**config.mk**
```make
export PLATFORM = sky130hd
export DESIGN_NAME = sfm_frame_monitor
export DESIGN_NICKNAME = d
export VERILOG_FILES = /design/src/sfm_pkg.sv /design/src/sfm_frame_monitor.sv
export SDC_FILE = /design/constraint.sdc
export NUM_CORES = 1
export LEC_CHECK = 0
export BUFFER_PORTS_ARGS = -buffer_cell sky130_fd_sc_hd__buf_4
export CAP_MARGIN = 20
export CORE_UTILIZATION = 25
export CTS_CLUSTER_DIAMETER = 80
export DETAILED_ROUTE_END_ITERATION = 6
export GPL_TIMING_DRIVEN = 0
export HOLD_SLACK_MARGIN = 0.1
export PLACE_DENSITY_LB_ADDON = 0.05
export SETUP_SLACK_MARGIN = 0.3
export SYNTH_ARGS = -nofsm -noshare
export SYNTH_HDL_FRONTEND = slang
export SYNTH_SLANG_ARGS = --single-unit
```
**constraint.sdc**
```tcl
create_clock -name clk_i -period 6.4 [get_ports clk_i]
set_input_delay 1.28 -clock clk_i [delete_from_list [all_inputs] [get_ports clk_i]]
set_output_delay 1.28 -clock clk_i [all_outputs]
set_load 0.05 [all_outputs]
```
**src/sfm_pkg.sv**
```systemverilog
// constants shared by the receive framing monitor
// assumes: byte-wide registers on a plain address/strobe port
package sfm_pkg;

  // ----------------------------------------
  // register map
  // ----------------------------------------
  localparam logic [15:0] STATUS_ADDR = 16'h1107;  // defect status, RO
  localparam logic [15:0] INTST_ADDR  = 16'h110b;  // change flags, RC
  localparam logic [15:0] CFG_ADDR    = 16'h1100;  // lof clear frames

  // ----------------------------------------
  // field positions
  // ----------------------------------------
  localparam int SEF_BIT = 1;  // sef declared / sef change
  localparam int LOF_BIT = 2;  // lof declared / lof change

  // ----------------------------------------
  // reset values and widths
  // ----------------------------------------
  localparam int          DATA_W    = 8;
  localparam logic [7:0]  CFG_RESET = 8'h08;  // lof clear frame count
  localparam logic [7:0]  ZERO_BYTE = 8'h00;
  localparam logic [7:0]  ONES_BYTE = 8'hff;

  // ----------------------------------------
  // framing criteria and timing
  // ----------------------------------------
  localparam int SEF_SET_FRAMES = 4;     // errored frames to declare
  localparam int SEF_CLR_FRAMES = 2;     // clean frames to clear
  localparam int LOF_TIME_US    = 3000;  // sef persistence for lof
  localparam int CLK_MHZ        = 125;   // clk_i rate
  localparam int LOF_CYCLES     = LOF_TIME_US * CLK_MHZ;

  // ----------------------------------------
  // framing states
  // ----------------------------------------
  typedef enum logic [1:0] {
    SFM_IN_FRAME,  // sef 0, lof 0
    SFM_SEF_ONLY,  // sef 1, lof 0
    SFM_SEF_LOF,   // sef 1, lof 1
    SFM_LOF_ONLY   // sef 0, lof 1
  } sfm_state_t;

endpackage

```
**src/sfm_frame_monitor.sv**
```systemverilog
// receive framing monitor: sef and lof defect tracking
// assumes: one frame_i pulse per received frame, with
// frame_err_i telling whether its framing bytes were errored
//
// The address-and-strobe port is this design's own decision.
`timescale 1ns/100ps
`default_nettype none

module sfm_frame_monitor #(
  parameter int LOF_CYCLES = sfm_pkg::LOF_CYCLES  // 3 ms in clocks
) (
  // clock and reset
  input  wire logic        clk_i,
  input  wire logic        rst_i,
  // received frame stream
  input  wire logic        frame_i,
  input  wire logic        frame_err_i,
  // register port
  input  wire logic [15:0] addr_i,
  input  wire logic [7:0]  wr_data_i,
  input  wire logic        wr_i,
  input  wire logic        rd_i,
  output logic      [7:0]  rd_data_o,
  // defect levels and interrupt
  output logic             sef_o,
  output logic             lof_o,
  output logic             irq_n_o
);

  // ----------------------------------------
  // declarations
  // ----------------------------------------
  localparam int TW = $clog2(LOF_CYCLES + 1);
  localparam logic [TW-1:0] TMR_LAST = TW'(LOF_CYCLES - 1);
  localparam logic [2:0] ERR_LAST = 3'(sfm_pkg::SEF_SET_FRAMES - 1);
  localparam logic [7:0] GOOD_LAST = 8'(sfm_pkg::SEF_CLR_FRAMES - 1);
  localparam logic [7:0] GOOD_MAX = sfm_pkg::ONES_BYTE;
  localparam logic [7:0] ZERO8 = sfm_pkg::ZERO_BYTE;

  sfm_pkg::sfm_state_t state;       // framing state
  sfm_pkg::sfm_state_t next_state;
  logic [2:0]    err_cnt;           // consecutive errored frames
  logic [2:0]    next_err_cnt;
  logic [7:0]    good_cnt;          // consecutive clean frames
  logic [7:0]    next_good_cnt;
  logic [TW-1:0] tmr;               // sef persistence timer
  logic [TW-1:0] next_tmr;
  logic          next_sef;
  logic          next_lof;

  logic [7:0]    cfg;               // lof clear frame count
  logic [7:0]    next_cfg;
  logic [7:0]    int_st;            // change flags
  logic [7:0]    next_int_st;
  logic [7:0]    next_rd_data;
  logic          next_irq_n;

  logic frame_bad;                  // errored frame this cycle
  logic frame_ok;                   // clean frame this cycle
  logic err_hit;                    // this frame completes four
  logic good_hit;                   // this frame completes two
  logic lof_clr_hit;                // this frame meets cfg count
  logic tmr_hit;                    // 3 ms reached
  logic sef_chg;                    // sef about to change
  logic lof_chg;                    // lof about to change

  // ----------------------------------------
  // frame classification
  // ----------------------------------------
  always_comb begin
    frame_bad   = frame_i & frame_err_i;
    frame_ok    = frame_i & ~frame_err_i;
    err_hit     = frame_bad && (err_cnt >= ERR_LAST);
    good_hit    = frame_ok && (good_cnt >= GOOD_LAST);
    // a count of zero behaves as one frame
    lof_clr_hit = frame_ok && ((good_cnt + 8'h01) >= cfg);
    tmr_hit     = (tmr >= TMR_LAST);
  end

  // ----------------------------------------
  // framing state, counters and timer
  // ----------------------------------------
  always_comb begin
    next_state = state;
    // counters saturate so a long run never wraps back
    if (frame_bad) begin
      next_err_cnt  = (err_cnt == ERR_LAST) ? err_cnt : err_cnt + 3'h1;
      next_good_cnt = ZERO8;
    end else if (frame_ok) begin
      next_err_cnt  = 3'h0;
      next_good_cnt = (good_cnt == GOOD_MAX) ? good_cnt : good_cnt + 8'h01;
    end else begin
      next_err_cnt  = err_cnt;
      next_good_cnt = good_cnt;
    end
    next_tmr = '0;
    unique case (state)
      sfm_pkg::SFM_IN_FRAME: begin
        // occasional errors are tolerated
        if (err_hit) begin
          next_state = sfm_pkg::SFM_SEF_ONLY;
        end
      end
      sfm_pkg::SFM_SEF_ONLY: begin
        // two clean frames return to in-frame, else the timer runs on each clock toward lof
        if (good_hit) begin
          next_state = sfm_pkg::SFM_IN_FRAME;
        end else if (tmr_hit) begin
          next_state = sfm_pkg::SFM_SEF_LOF;
        end else begin
          next_tmr = tmr + TW'(1);
        end
      end
      sfm_pkg::SFM_SEF_LOF: begin
        // clean frames clear sef but lof stays
        if (good_hit) begin
          next_state = sfm_pkg::SFM_LOF_ONLY;
        end
      end
      sfm_pkg::SFM_LOF_ONLY: begin
        // errored run re-declares sef before lof can clear
        if (err_hit) begin
          next_state = sfm_pkg::SFM_SEF_LOF;
        end else if (lof_clr_hit) begin
          next_state = sfm_pkg::SFM_IN_FRAME;
        end
      end
    endcase
    // each new state counts afresh
    if (next_state != state) begin
      next_err_cnt  = 3'h0;
      next_good_cnt = ZERO8;
    end
    next_sef = (next_state == sfm_pkg::SFM_SEF_ONLY) ||
               (next_state == sfm_pkg::SFM_SEF_LOF);
    next_lof = (next_state == sfm_pkg::SFM_SEF_LOF) ||
               (next_state == sfm_pkg::SFM_LOF_ONLY);
    sef_chg  = next_sef != sef_o;
    lof_chg  = next_lof != lof_o;
  end

  // state registers
  always_ff @(posedge clk_i) begin
    if (rst_i) begin
      state    <= sfm_pkg::SFM_IN_FRAME;
      err_cnt  <= 3'h0;
      good_cnt <= ZERO8;
      tmr      <= '0;
      sef_o    <= 1'b0;
      lof_o    <= 1'b0;
    end else begin
      state    <= next_state;
      err_cnt  <= next_err_cnt;
      good_cnt <= next_good_cnt;
      tmr      <= next_tmr;
      sef_o    <= next_sef;
      lof_o    <= next_lof;
    end
  end

  // ----------------------------------------
  // register port and change flags
  // ----------------------------------------
  always_comb begin
    next_cfg     = cfg;
    next_rd_data = ZERO8;
    next_int_st  = int_st;
    if (wr_i && (addr_i == sfm_pkg::CFG_ADDR)) begin
      next_cfg = wr_data_i;
    end
    // reading the flags clears them
    if (rd_i && (addr_i == sfm_pkg::INTST_ADDR)) begin
      next_int_st = ZERO8;
    end
    // a change in the same cycle as the read is kept
    if (sef_chg) begin
      next_int_st[sfm_pkg::SEF_BIT] = 1'b1;
    end
    if (lof_chg) begin
      next_int_st[sfm_pkg::LOF_BIT] = 1'b1;
    end
    if (rd_i) begin
      unique case (addr_i)
        sfm_pkg::STATUS_ADDR: begin
          next_rd_data[sfm_pkg::SEF_BIT] = sef_o;
          next_rd_data[sfm_pkg::LOF_BIT] = lof_o;
        end
        sfm_pkg::INTST_ADDR: next_rd_data = int_st;
        sfm_pkg::CFG_ADDR:   next_rd_data = cfg;
        default:             next_rd_data = ZERO8;  // unmapped
      endcase
    end
    // irq low while any flag stands
    next_irq_n = ~(|next_int_st);
  end

  // register port state
  always_ff @(posedge clk_i) begin
    if (rst_i) begin
      cfg       <= sfm_pkg::CFG_RESET;
      int_st    <= ZERO8;
      rd_data_o <= ZERO8;
      irq_n_o   <= 1'b1;
    end else begin
      cfg       <= next_cfg;
      int_st    <= next_int_st;
      rd_data_o <= next_rd_data;
      irq_n_o   <= next_irq_n;
    end
  end
endmodule

`default_nettype wire

```
==> Yosys cells after proc, flatten, opt, wreduce, memory -nomap -nowiden <==
Index checks and enable logic that the tools add are counted.
Widths: inputs -> output; s select.
{ "totals": {"register_bits": 59, "out_inout_bits": 11} }
{ "op_classes": {"addsub": 3, "magnitude_cmp": 4, "n_eq_ne": 15, "mux": 16, "n_bitwise": 7, "reduce_logical": 16} }
{ "ops": {"columns": ["cell", "n"], "rows": [
  ["$eq 16x13->1 const B", 3],
  ["$add 19x1->19 const B", 1],
  ["$ge 19x19->1 const B", 1],
  ["$mux 2", 6],
  ["$pmux 5 s2", 1],
  ["$mux 3", 3],
  ["$add 8x1->8 const B", 1],
  ["$eq 2x2->1 const B", 4],
  ["$eq 8x8->1 const B", 1],
  ["$ge 8x1->1 const B", 1],
  ["$ge 8x8->1", 1],
  ["$mux 8", 1],
  ["$pmux 2 s4", 1],
  ["$reduce_or 8->1", 1],
  ["$pmux 2 s3", 1],
  ["$logic_and 1x1->1", 5],
  ["$not 1->1", 5],
  ["$eq 2x1->1 const B", 2],
  ["$reduce_and 2->1", 2],
  ["$reduce_or 2->1", 2],
  ["$reduce_or 4->1", 1],
  ["$add 3x1->3 const B", 1],
  ["$eq 3x2->1 const B", 1],
  ["$ge 3x2->1 const B", 1],
  ["10 further kinds", 14]
]} }

==> Longest topological paths before layout <==
Gate-level depths: netlist of the first run.
{ "logic_depth": {"depth_word": 12, "ltp_mapped": 11, "mapped_depth_nobuf": 10} }

==> Worst setup path after synthesis of the first run <==
No wires, ideal clock.
{ "synth_timing": {"path_kind": "input-to-reg", "startpoint": "in addr_i[10]", "endpoint": "reg cfg[3]", "setup_ns": 0.122, "arrival_ns": 2.769, "required_time_ns": 6.278, "setup_slack_ns": 3.508, "path_stages": 6, "path_buffers": 1, "cell_sequence": "or4b_4 nor4_4 and2_1 buf_6 a21oi_2 a311o_1"} }
{ "synth_between": {"elab_chain_cells": 2} }
{ "synth_rtl": {"columns": ["element", "line_no", "source"], "rows": [
  ["start: declaration", "sfm_frame_monitor.sv:19", "input wire logic [15:0] addr_i,"],
  ["$eq 16x13->1", "sfm_frame_monitor.sv:168", "if (wr_i && (addr_i == sfm_pkg::CFG_ADDR)) begin"],
  ["$logic_and 1x1->1", "sfm_frame_monitor.sv:168", null],
  ["end signal: assignment", "sfm_frame_monitor.sv:200", "cfg <= sfm_pkg::CFG_RESET;"],
  ["end signal: assignment", "sfm_frame_monitor.sv:205", "cfg <= next_cfg;"],
  ["end: declaration", "sfm_frame_monitor.sv:51", "logic [7:0] cfg;"]
]} }
No other way between the ends.
A chain may end at the register's enable or synchronous reset.

==> Final worst setup path of the first run <==
{ "layout_timing": {"startpoint": "reg good_cnt[0]", "endpoint": "reg err_cnt[1]"} }
{ "layout_between": {"elab_chain_cells": 8, "elab_cells_between_ends": 12} }
{ "layout_rtl": {"columns": ["element", "line_no", "source"], "rows": [
  ["start: declaration", "sfm_frame_monitor.sv:44", "logic [7:0] good_cnt;"],
  ["start signal: assignment", "sfm_frame_monitor.sv:154", "good_cnt <= next_good_cnt;"],
  ["$add 8x1->8", "sfm_frame_monitor.sv:76", "lof_clr_hit = frame_ok && ((good_cnt + 8'h01) >= cfg);"],
  ["$ge 8x8->1", "sfm_frame_monitor.sv:76", null],
  ["$logic_and 1x1->1", "sfm_frame_monitor.sv:76", null],
  ["$mux 2", "sfm_frame_monitor.sv:124", "end else if (lof_clr_hit) begin"],
  ["$mux 2", "sfm_frame_monitor.sv:122", "if (err_hit) begin"],
  ["$pmux 2 s4 (*)", "sfm_frame_monitor.sv:97", "unique case (state)"],
  ["$ne 2x2->1 (*)", "sfm_frame_monitor.sv:130", "if (next_state != state) begin"],
  ["$reduce_or 2->1 (no line) (*)", null, null],
  ["end signal: assignment", "sfm_frame_monitor.sv:153", "err_cnt <= next_err_cnt;"],
  ["end: declaration", "sfm_frame_monitor.sv:42", "logic [2:0] err_cnt;"]
]} }
Mark *: on every way between the ends. The rest lies on a longest branch, timed or not.

==> run summary, run 1 <==
The flow ran to the end, but the final reports show violations. The checks that failed: design-rule violations. The number of detailed-route iterations in the first pass is 6.

The worst hold path begins at tmr[18]$_SDFF_PP0_. The flip-flop and latch count after synthesis is 58. After the last flow step, the layout net total stands at 415. The biggest cell delay along the critical path came out at between 400 and 500 ps. The die is 112 um tall. The average size of a mapped cell came out at 9.42 sq um. The remaining antenna violation count is 0. In this run the cell area of the synthesized design comes to 3010 sq um. In this run the worst hold path is classified as reg -> reg. After routing, the total negative slack on setup checks comes to 0 ps. The kind of start point of the critical path is a flop. The worst-case headroom to the max-slew limit came out at 44.4%. The H-tree was split into 3 levels. The clock latency on the worst-skew pair is between 300 and 400 ps. The startpoint-to-endpoint class of the critical path is reg -> reg.

The timing-limited maximum frequency is 315 MHz. The weighted congestion at the end of routability-driven global placement is 0.693. Summed over all instances, the cell type with the most area after synthesis is sky130_fd_sc_hd__dfxtp_1.

The post-route fraction of the period consumed by the critical path came out at about half. The largest net degree at the start of global routing is 12. The number of clock buffers inserted by TritonCTS came out at 9. The die is 112 um wide. The number of warnings issued by yosys came out at 0.

The placeable core region is 11,600 sq um. Sequential elements use 38.5% of the synthesized area. Across the VDD grid, the largest voltage drop is around 0.14 mV. The total routed wire length on the met1 layer is 3470 um.

Tracing the worst setup path back leads to its startpoint at good_cnt[0]$_SDFFE_PP0P_. The count of hold-fix buffers inserted at cts came out at 0. The kind of end point of the critical path is a flop. In the layout the commonest cells are 58 x sky130_fd_sc_hd__dfxtp_1, 40 x sky130_fd_sc_hd__buf_4, 33 x sky130_fd_sc_hd__nor2_1, 22 x sky130_fd_sc_hd__nand2_1, 18 x sky130_fd_sc_hd__xor2_1. TritonCTS built the clock tree.

The critical path ends at err_cnt[1]$_SDFFE_PP0P_. The clock slew seen by the registers of the worst setup and hold paths came out at 50 ps. The signal on the critical path passes through ha_1, and3_1, clkbuf_1, nand2_1, xnor2_1, ha_1, and3_1, a221o_1, a22oi_1, nand4_1, a211oi_1. The placement row count came out at 39. Synthesis handed over a netlist of 320 instances. Global routing used roughly 13% of the available tracks. The area of the die came out at 12,500 sq um. The critical path data required time came out at 6640 ps.

The total met3 wirelength after detailed routing came out at about 280 um. The total via count after detailed routing is 2,422. Leaving out fill and tap cells, the most frequent cell in the layout is sky130_fd_sc_hd__dfxtp_1. The clock passes through at most 2 buffers. The final routed DRC violation total came out at 1. The largest individual stage delay along the critical path comes from the cell sky130_fd_sc_hd__dfxtp_1. For this run, the leading register cell type out of synthesis is sky130_fd_sc_hd__dfxtp_1. In this run the worst path has a maximum fanout of 6. The number of global-route vias before repair came out at 2,348.

The fraction of synthesized cell area taken by the top area cell type came out at 38.5%. The proportion of layout cells with a drive suffix above 1 came out at roughly 23%. From synthesis to final layout, the design area changed by 26.8%. The first global-routing pass estimated 11,800 um of wire. The proportion of synthesized flip-flops having asynchronous set or reset came out at 0%.

The sink count of the clock tree is 58. Setup violations remaining at the end of the flow were counted as 0. The max-capacitance violation count came out at 0. STA puts the critical path data arrival time at 3420 ps. The net count of the mapped netlist is 364. The fill cell instance count of the final layout came out at 1,204. The mux contribution to synthesized area came out at around 3.7%. The power per unit of standard cell area came out at 244 nW/um^2. The design draws 0.931 mW. For flop-to-flop paths, the worst setup slack is 3220 ps. The count of buffers added by post-CTS timing repair for setup came out at 0.

After synthesis, the largest family of logic cells by area is simple AND/OR/NAND/NOR gates. The simple-gate share of the synthesized area came out at about a quarter. The xor/xnor cell area share of the yosys netlist is 8.72%. The half-perimeter wire length after detailed placement came out at 5510 um. After Yosys synthesis, full adders, half adders and majority gates account for 5.81% of the synthesized area. The number of cell instances on the worst register-to-register path came out at 11. The number of instances resized during post-cts repair came out at 0. The root buffer selected by CTS is sky130_fd_sc_hd__clkbuf_16.

The endpoint of the worst register-to-register path is err_cnt[1]$_SDFFE_PP0P_. The actual slew at the worst max-slew pin came out at 828 ps. Wires add up to 7200 um. The number of antenna violations at the first check in global routing came out at 0. The highest routing layer actually used is met4. The aggregate global routing overflow is 0.

The number of antenna diodes is 0. The post-route minimum period came out at 3180 ps. The total count of hold-check failures in the final report came out at 0. The number of vias per cell is between 4 and 5. Setup repair after global routing left no endpoint under its margin. The number of enable-type register cells in the synthesized netlist came out at 0.

The count of final max-slew check failures came to 0. The routed wirelength normalized by instance count is 13.9 um. The launch instance of the worst register-to-register path is good_cnt[0]$_SDFFE_PP0P_. The routed wire length on met2 is ~3300 um. The effective utilization at floorplan is 26.1%.

The count of input and output buffers came out at 40. The worst clock skew is 4.29 ps. The count of different cell masters after synthesis is 59.

The iteration-0 DRC count of the detailed router is 91. Ranked by total cell area, the synthesized netlist is headed by sky130_fd_sc_hd__dfxtp_1 39%, sky130_fd_sc_hd__ha_1 5.8%, sky130_fd_sc_hd__xor2_1 5.2%. The number of primary I/O pins came out at 41. Summing the areas of all compound-gate instances in the mapped netlist gives 13.3% of the synthesized area.

The static leakage came out at 1.49 nW.
per-layer routing:
| layer | global-route usage, % | vias to the layer above |
|---|---|---|
| met2 | 20.0 | 33 |
| met4 | 4.86 | 0 |
| met3 | 5.12 | 12 |
| met1 | 15.0 | 1133 |
| met5 | 0 | - |
| li1 | - | 1244 |
cell type report:
class | count | area [sq um] | share of cell area, %
Clock buffer | 10 | 239 | 6.25
Timing Repair Buffer | 40 | 300 | 7.86
Tap cell | 143 | 179 | 4.68
Sequential cell | 58 | 1160 | 30.4
Clock inverter | 6 | 90.1 | 2.36
Multi-Input combinational cell | 237 | 1730 | 45.2
Inverter | 15 | 56.3 | 1.47
Buffer | 10 | 70.1 | 1.83
state kept, by name (all words and copies together), names as in the netlist:
name	count
err_cnt	3
good_cnt	8
lof_o	1
int_st	8
rd_data_o	8
state	1
tmr	19
cfg	8
sef_o	1
irq_n_o	1
stage by stage:
stage	utilization (%)	cells	hold WS (ps)	setup slack, ps	area, sq um
after floorplan	-	320	437	3510	3010
after detailed placement	30.2	503	471	3200	3490
after CTS	33.1	519	483	3170	3820
final	33.1	519	480	3220	3820
after global routing	33.1	519	495	2910	3820
after global placement	30.2	503	460	3190	3490
how the worst min path moves through the flow:
stage | end | cells past startpoint
detailed placement | tmr[0]$_SDFF_PP0_ | 1
global placement | tmr[0]$_SDFF_PP0_ | 1
global route | tmr[0]$_SDFF_PP0_ | 1
floorplan | tmr[18]$_SDFF_PP0_ | 2
finish | tmr[18]$_SDFF_PP0_ | 2
CTS | tmr[0]$_SDFF_PP0_ | 1
cells in the mapped netlist, types with 5 or more instances:
| cell type | instances |
|---|---|
| sky130_fd_sc_hd__dfxtp_1 | 58 |
| sky130_fd_sc_hd__and3_1 | 6 |
| sky130_fd_sc_hd__inv_1 | 15 |
| sky130_fd_sc_hd__nand2_1 | 22 |
| sky130_fd_sc_hd__xnor2_1 | 12 |
| sky130_fd_sc_hd__ha_1 | 14 |
| sky130_fd_sc_hd__a22oi_1 | 8 |
| sky130_fd_sc_hd__nor2_4 | 8 |
| sky130_fd_sc_hd__clkbuf_1 | 5 |
| sky130_fd_sc_hd__a21oi_1 | 13 |
| sky130_fd_sc_hd__nor3_1 | 8 |
| sky130_fd_sc_hd__a211oi_1 | 5 |
| sky130_fd_sc_hd__nor2_1 | 33 |
| sky130_fd_sc_hd__nand3_1 | 8 |
| sky130_fd_sc_hd__xor2_1 | 18 |
| sky130_fd_sc_hd__and2_1 | 8 |
| sky130_fd_sc_hd__mux2i_1 | 9 |
| sky130_fd_sc_hd__a31oi_1 | 5 |
| sky130_fd_sc_hd__nand4_1 | 5 |
power breakdown:
group,internal (mW),switching (mW),total (mW)
logic,0.0193,0.0186,0.0380
registers,0.363,0.00139,0.364
clock network,0.352,0.178,0.529
total,0.733,0.198,0.931
kinds of logic after synthesis:
group,Yosys count
compound gates,54
simple gates,128
xor+xnor,30
fa+ha+maj,14
buf+inv,25
flops,58
mux,11
worst max-delay path, delay by kind of cell, from the launching register on:
family | cells | cell delay (ps)
compound gates | 3 | 910
simple gates | 4 | 760
buf+inv | 1 | 260
flops | 1 | 430
xor+xnor | 1 | 190
fa+ha+maj | 2 | 520
Power figures use the tool's default switching activity.
==> inputs of run 2 (changes only) <==
==> constraint.sdc (replaced) <==
create_clock -name clk_i -period 3.3 [get_ports clk_i]
set_input_delay 0.66 -clock clk_i [delete_from_list [all_inputs] [get_ports clk_i]]
set_output_delay 0.66 -clock clk_i [all_outputs]
set_load 0.05 [all_outputs]
==> run 2 against run 1 <==
The flow still finishes with violations (design-rule violations). Cell area rose by 2.0%. Hold slack barely moved. Non-clock buffer count rose by 2. Critical path depth did not move.
==> run summary, run 2 (synthesis gave the netlist of run 1 again) <==
The run finished, with violations left. The checks that failed: design-rule violations. The fill cell instance count of the final layout is 1,196 (-0.66%). The signal on the critical path passes through and3_4, and3_2, and3_4, xnor2_2, ha_1, and3_1, a221o_1, a22oi_2, nand4_1, buf_4, a21oi_1. The number of global-route vias before repair is 2,344 (-0.17%). On the critical path, the stage with the largest delay is an instance of sky130_fd_sc_hd__dfxtp_4.

The setup slack after placement is 98.8 ps (-3100 ps). The number of primary I/O pins is 41 (unchanged). The max-capacitance violation count was 0 (unchanged). The aggregate global routing overflow came out at 0 (unchanged).

The layout overhead on the synthesized area is 29.3%. The count of input and output buffers is 40 (unchanged). The part of the power in the clock network came out at 56.7% (about the same). The placeable core region is 11,600 sq um (unchanged). The number of clock buffers inserted by TritonCTS came out at 9 (unchanged). The net switching share of the total power came out at 21.2% (-0.032 points).

The worst reg-to-reg setup slack is 470 ps (-2760 ps). The largest net degree at the start of global routing came out at 12 (unchanged). The number of levels the H-tree was split into came out at 3 (unchanged).

The kind of end point of the critical path is a flop. The count of final max-slew check failures came out at 0 (unchanged). The total count of hold-check failures in the final report is 0 (unchanged). The total wirelength of the detailed-routed design came out at 7250 um (+0.72%).

The die extent in y came out at 112 um (unchanged). The worst-case headroom to the max-slew limit is 43.7% (-0.72 points). On the critical path the largest part of the delay comes from simple AND/OR/NAND/NOR gates.

The weighted congestion at the end of routability-driven global placement is 0.693 (unchanged). The final-stage net count came out at 417 (+0.48%). The number of antenna diodes came out at 0 (unchanged). The total via count after detailed routing came out at 2,418 (-0.17%).

The final number of setup-violating endpoints was 0 (unchanged). The routed wirelength normalized by instance count is 13.9 um (+0.34%). The worst setup path is of the reg -> reg kind. The top cell types in the final layout, fill and taps aside, are 55 x sky130_fd_sc_hd__dfxtp_1, 42 x sky130_fd_sc_hd__buf_4, 33 x sky130_fd_sc_hd__nor2_1, 22 x sky130_fd_sc_hd__nand2_1, 18 x sky130_fd_sc_hd__xor2_1. The final routed DRC violation total was 1 (unchanged). The combinational share of power was 4.2% (about the same). The worst clock skew came out at 5.15 ps (+0.861 ps). The post-route fraction of the period consumed by the critical path came out at 85.9% (+36 points). The static leakage came to 1.51 nW (+1.8%). The critical path data required time was 3560 ps (-3080 ps). The maximum clock path buffer count is 2 (unchanged). Setup repair after global routing left no endpoint under its margin. The internal power came out at 1.42 mW (+94%).

The number of flip-flops under the largest register name is 19 (unchanged). The register ranked first by flip-flop count is tmr. The worst setup margin came out at 466 ps (-2760 ps). In this run the critical register-to-register path is captured at good_cnt[6]$_SDFFE_PP0P_.

The global-route usage over all layers came out at 12.6% (+0.035 points). In this run the worst setup path begins at good_cnt[2]$_SDFFE_PP0P_. The timing-limited maximum frequency was 353 MHz (+12%).

The maximum vdd drop was 0.273 mV (+94%). The horizontal die dimension is 112 um (unchanged). The number of cell instances on the worst register-to-register path was 11 (unchanged).

The actual slew at the worst max-slew pin is 838 ps (+10.8 ps). TritonCTS built the clock tree. The post-route minimum period came out at 2830 ps (-344 ps).

The number of antenna violations at the first check in global routing is 0 (unchanged). The sink count of the clock tree is 58 (unchanged). The count of hold-fix buffers inserted at cts came out at 0 (unchanged). The number of vias per cell is 4.64 (-0.55%). By instance count, the cell type seen most on the critical path is sky130_fd_sc_hd__and3_4. The half-perimeter wire length after detailed placement came out at 5510 um (unchanged). The clock slew seen by the registers of the worst setup and hold paths is 50 ps (about the same).

The biggest cell delay along the critical path was 370 ps (-60 ps). The area of the die is 12,500 sq um (unchanged). The proportion of layout cells with a drive suffix above 1 is 26.5% (+3.6 points).

The power per unit of standard cell area came out at 463 nW/um^2 (+90%). The clock latency on the worst-skew pair is 330 ps (about the same). The number of gates on the worst path with buffers counted came out at 11 (unchanged).

The effective utilization at floorplan came to 26.1% (unchanged). The data arrival time of the worst path is 3100 ps (-320 ps). The min-delay analysis places its worst path in the category reg -> reg. The number of detailed-route iterations in the first pass came out at 7 (+1). The placement row count is 39 (unchanged). The critical-path maximum fanout is 5 (-1).

The iteration-0 DRC count of the detailed router is 125 (+37%). The root buffer selected by CTS is sky130_fd_sc_hd__clkbuf_16. The buffer and inverter count on the worst path is 1 (unchanged). The sequential group share of total power came out at 39.1% (about the same). The total negative slack is 0 ps (unchanged). In this run the critical register-to-register path is launched from good_cnt[2]$_SDFFE_PP0P_. The worst setup path is launched from a flop. The most common library cell in the layout ignoring fill and taps is sky130_fd_sc_hd__dfxtp_1. In this run the worst setup path terminates at good_cnt[6]$_SDFFE_PP0P_.

The first-pass GRT wire length is 11,800 um (+0.35%). The remaining antenna violation count came to 0 (unchanged). The switching power came out at 0.383 mW (+94%).
run 2: cell types whose count changed in the layout (fill, tap and decap cells not counted), moves of 2 or more:
cell | before | now
sky130_fd_sc_hd__and3_1 | 6 | 3
sky130_fd_sc_hd__and3_4 | 1 | 3
sky130_fd_sc_hd__dfxtp_1 | 58 | 55
sky130_fd_sc_hd__xnor2_1 | 12 | 10
sky130_fd_sc_hd__xnor2_2 | 0 | 2
sky130_fd_sc_hd__dfxtp_4 | 0 | 2
sky130_fd_sc_hd__buf_4 | 40 | 42
run 2: final cells by class:
class,count,area [sq um],area share (%)
buffer,10,73.8,1.89
clock buffer,10,239,6.13
clock inverter,6,90.1,2.31
inverter,15,56.3,1.44
multi-input combinational,237,1780,45.5
sequential,58,1170,30.0
tap,143,179,4.59
timing repair buffer,42,315,8.09
run 2: power groups by stage:
stage	Sequential [mW]	Combinational (mW)	Clock [mW]
2_1_floorplan	0.721	0.0326	0
3_3_place_gp	0.721	0.0742	0
3_5_place_dp	0.721	0.0745	0
4_1_cts	0.706	0.0751	1.06
5_1_grt	0.705	0.0847	1.09
6_report	0.705	0.0761	1.02
run 2: metrics by stage:
step | utilization [%] | total power [mW] | cells | area (sq um) | hold WS (ps)
floorplan | - | 0.754 | 320 | 3010 | 437
global placement | 30.2 | 0.795 | 503 | 3490 | 460
detailed placement | 30.2 | 0.795 | 503 | 3490 | 471
CTS | 33.2 | 1.84 | 520 | 3840 | 483
global route | 33.7 | 1.88 | 521 | 3900 | 495
finish | 33.7 | 1.81 | 521 | 3900 | 480
run 2: worst min-delay path by stage:
stage                       start                 end  slack [ps]  cells after the start
2_1_floorplan  tmr[18]$_SDFF_PP0_  tmr[18]$_SDFF_PP0_         440                      2
4_1_cts         tmr[0]$_SDFF_PP0_   tmr[0]$_SDFF_PP0_         480                      1
6_report        tmr[0]$_SDFF_PP0_   tmr[0]$_SDFF_PP0_         480                      1
3_3_place_gp    tmr[0]$_SDFF_PP0_   tmr[0]$_SDFF_PP0_         460                      1
5_1_grt         tmr[0]$_SDFF_PP0_   tmr[0]$_SDFF_PP0_         490                      1
3_5_place_dp    tmr[0]$_SDFF_PP0_   tmr[0]$_SDFF_PP0_         470                      1
run 2: metal layers:
metal	wire length [um]	up-vias	track usage [%]
li1	-	1246	-
met2	3370	23	20.1
met1	3510	1137	15.1
met4	126	0	4.59
met3	243	12	5.06
met5	0	-	0
run 2: what timing repair did:
item | CTS | global route
setup endpoints to repair | 12 | 12
gates resized for setup | 2 | 16
buffers inserted | 1 | 1
pin swaps | 1 | 2
run 2: worst register-to-register path, stage by stage, from the launching register on:
cell	delay (ps)
sky130_fd_sc_hd__dfxtp_4	370
sky130_fd_sc_hd__and3_4	200
sky130_fd_sc_hd__and3_2	240
sky130_fd_sc_hd__and3_4	190
sky130_fd_sc_hd__xnor2_2	140
sky130_fd_sc_hd__ha_1	290
sky130_fd_sc_hd__and3_1	160
sky130_fd_sc_hd__a221o_1	350
sky130_fd_sc_hd__a22oi_2	210
sky130_fd_sc_hd__nand4_1	280
sky130_fd_sc_hd__buf_4	240
sky130_fd_sc_hd__a21oi_1	100
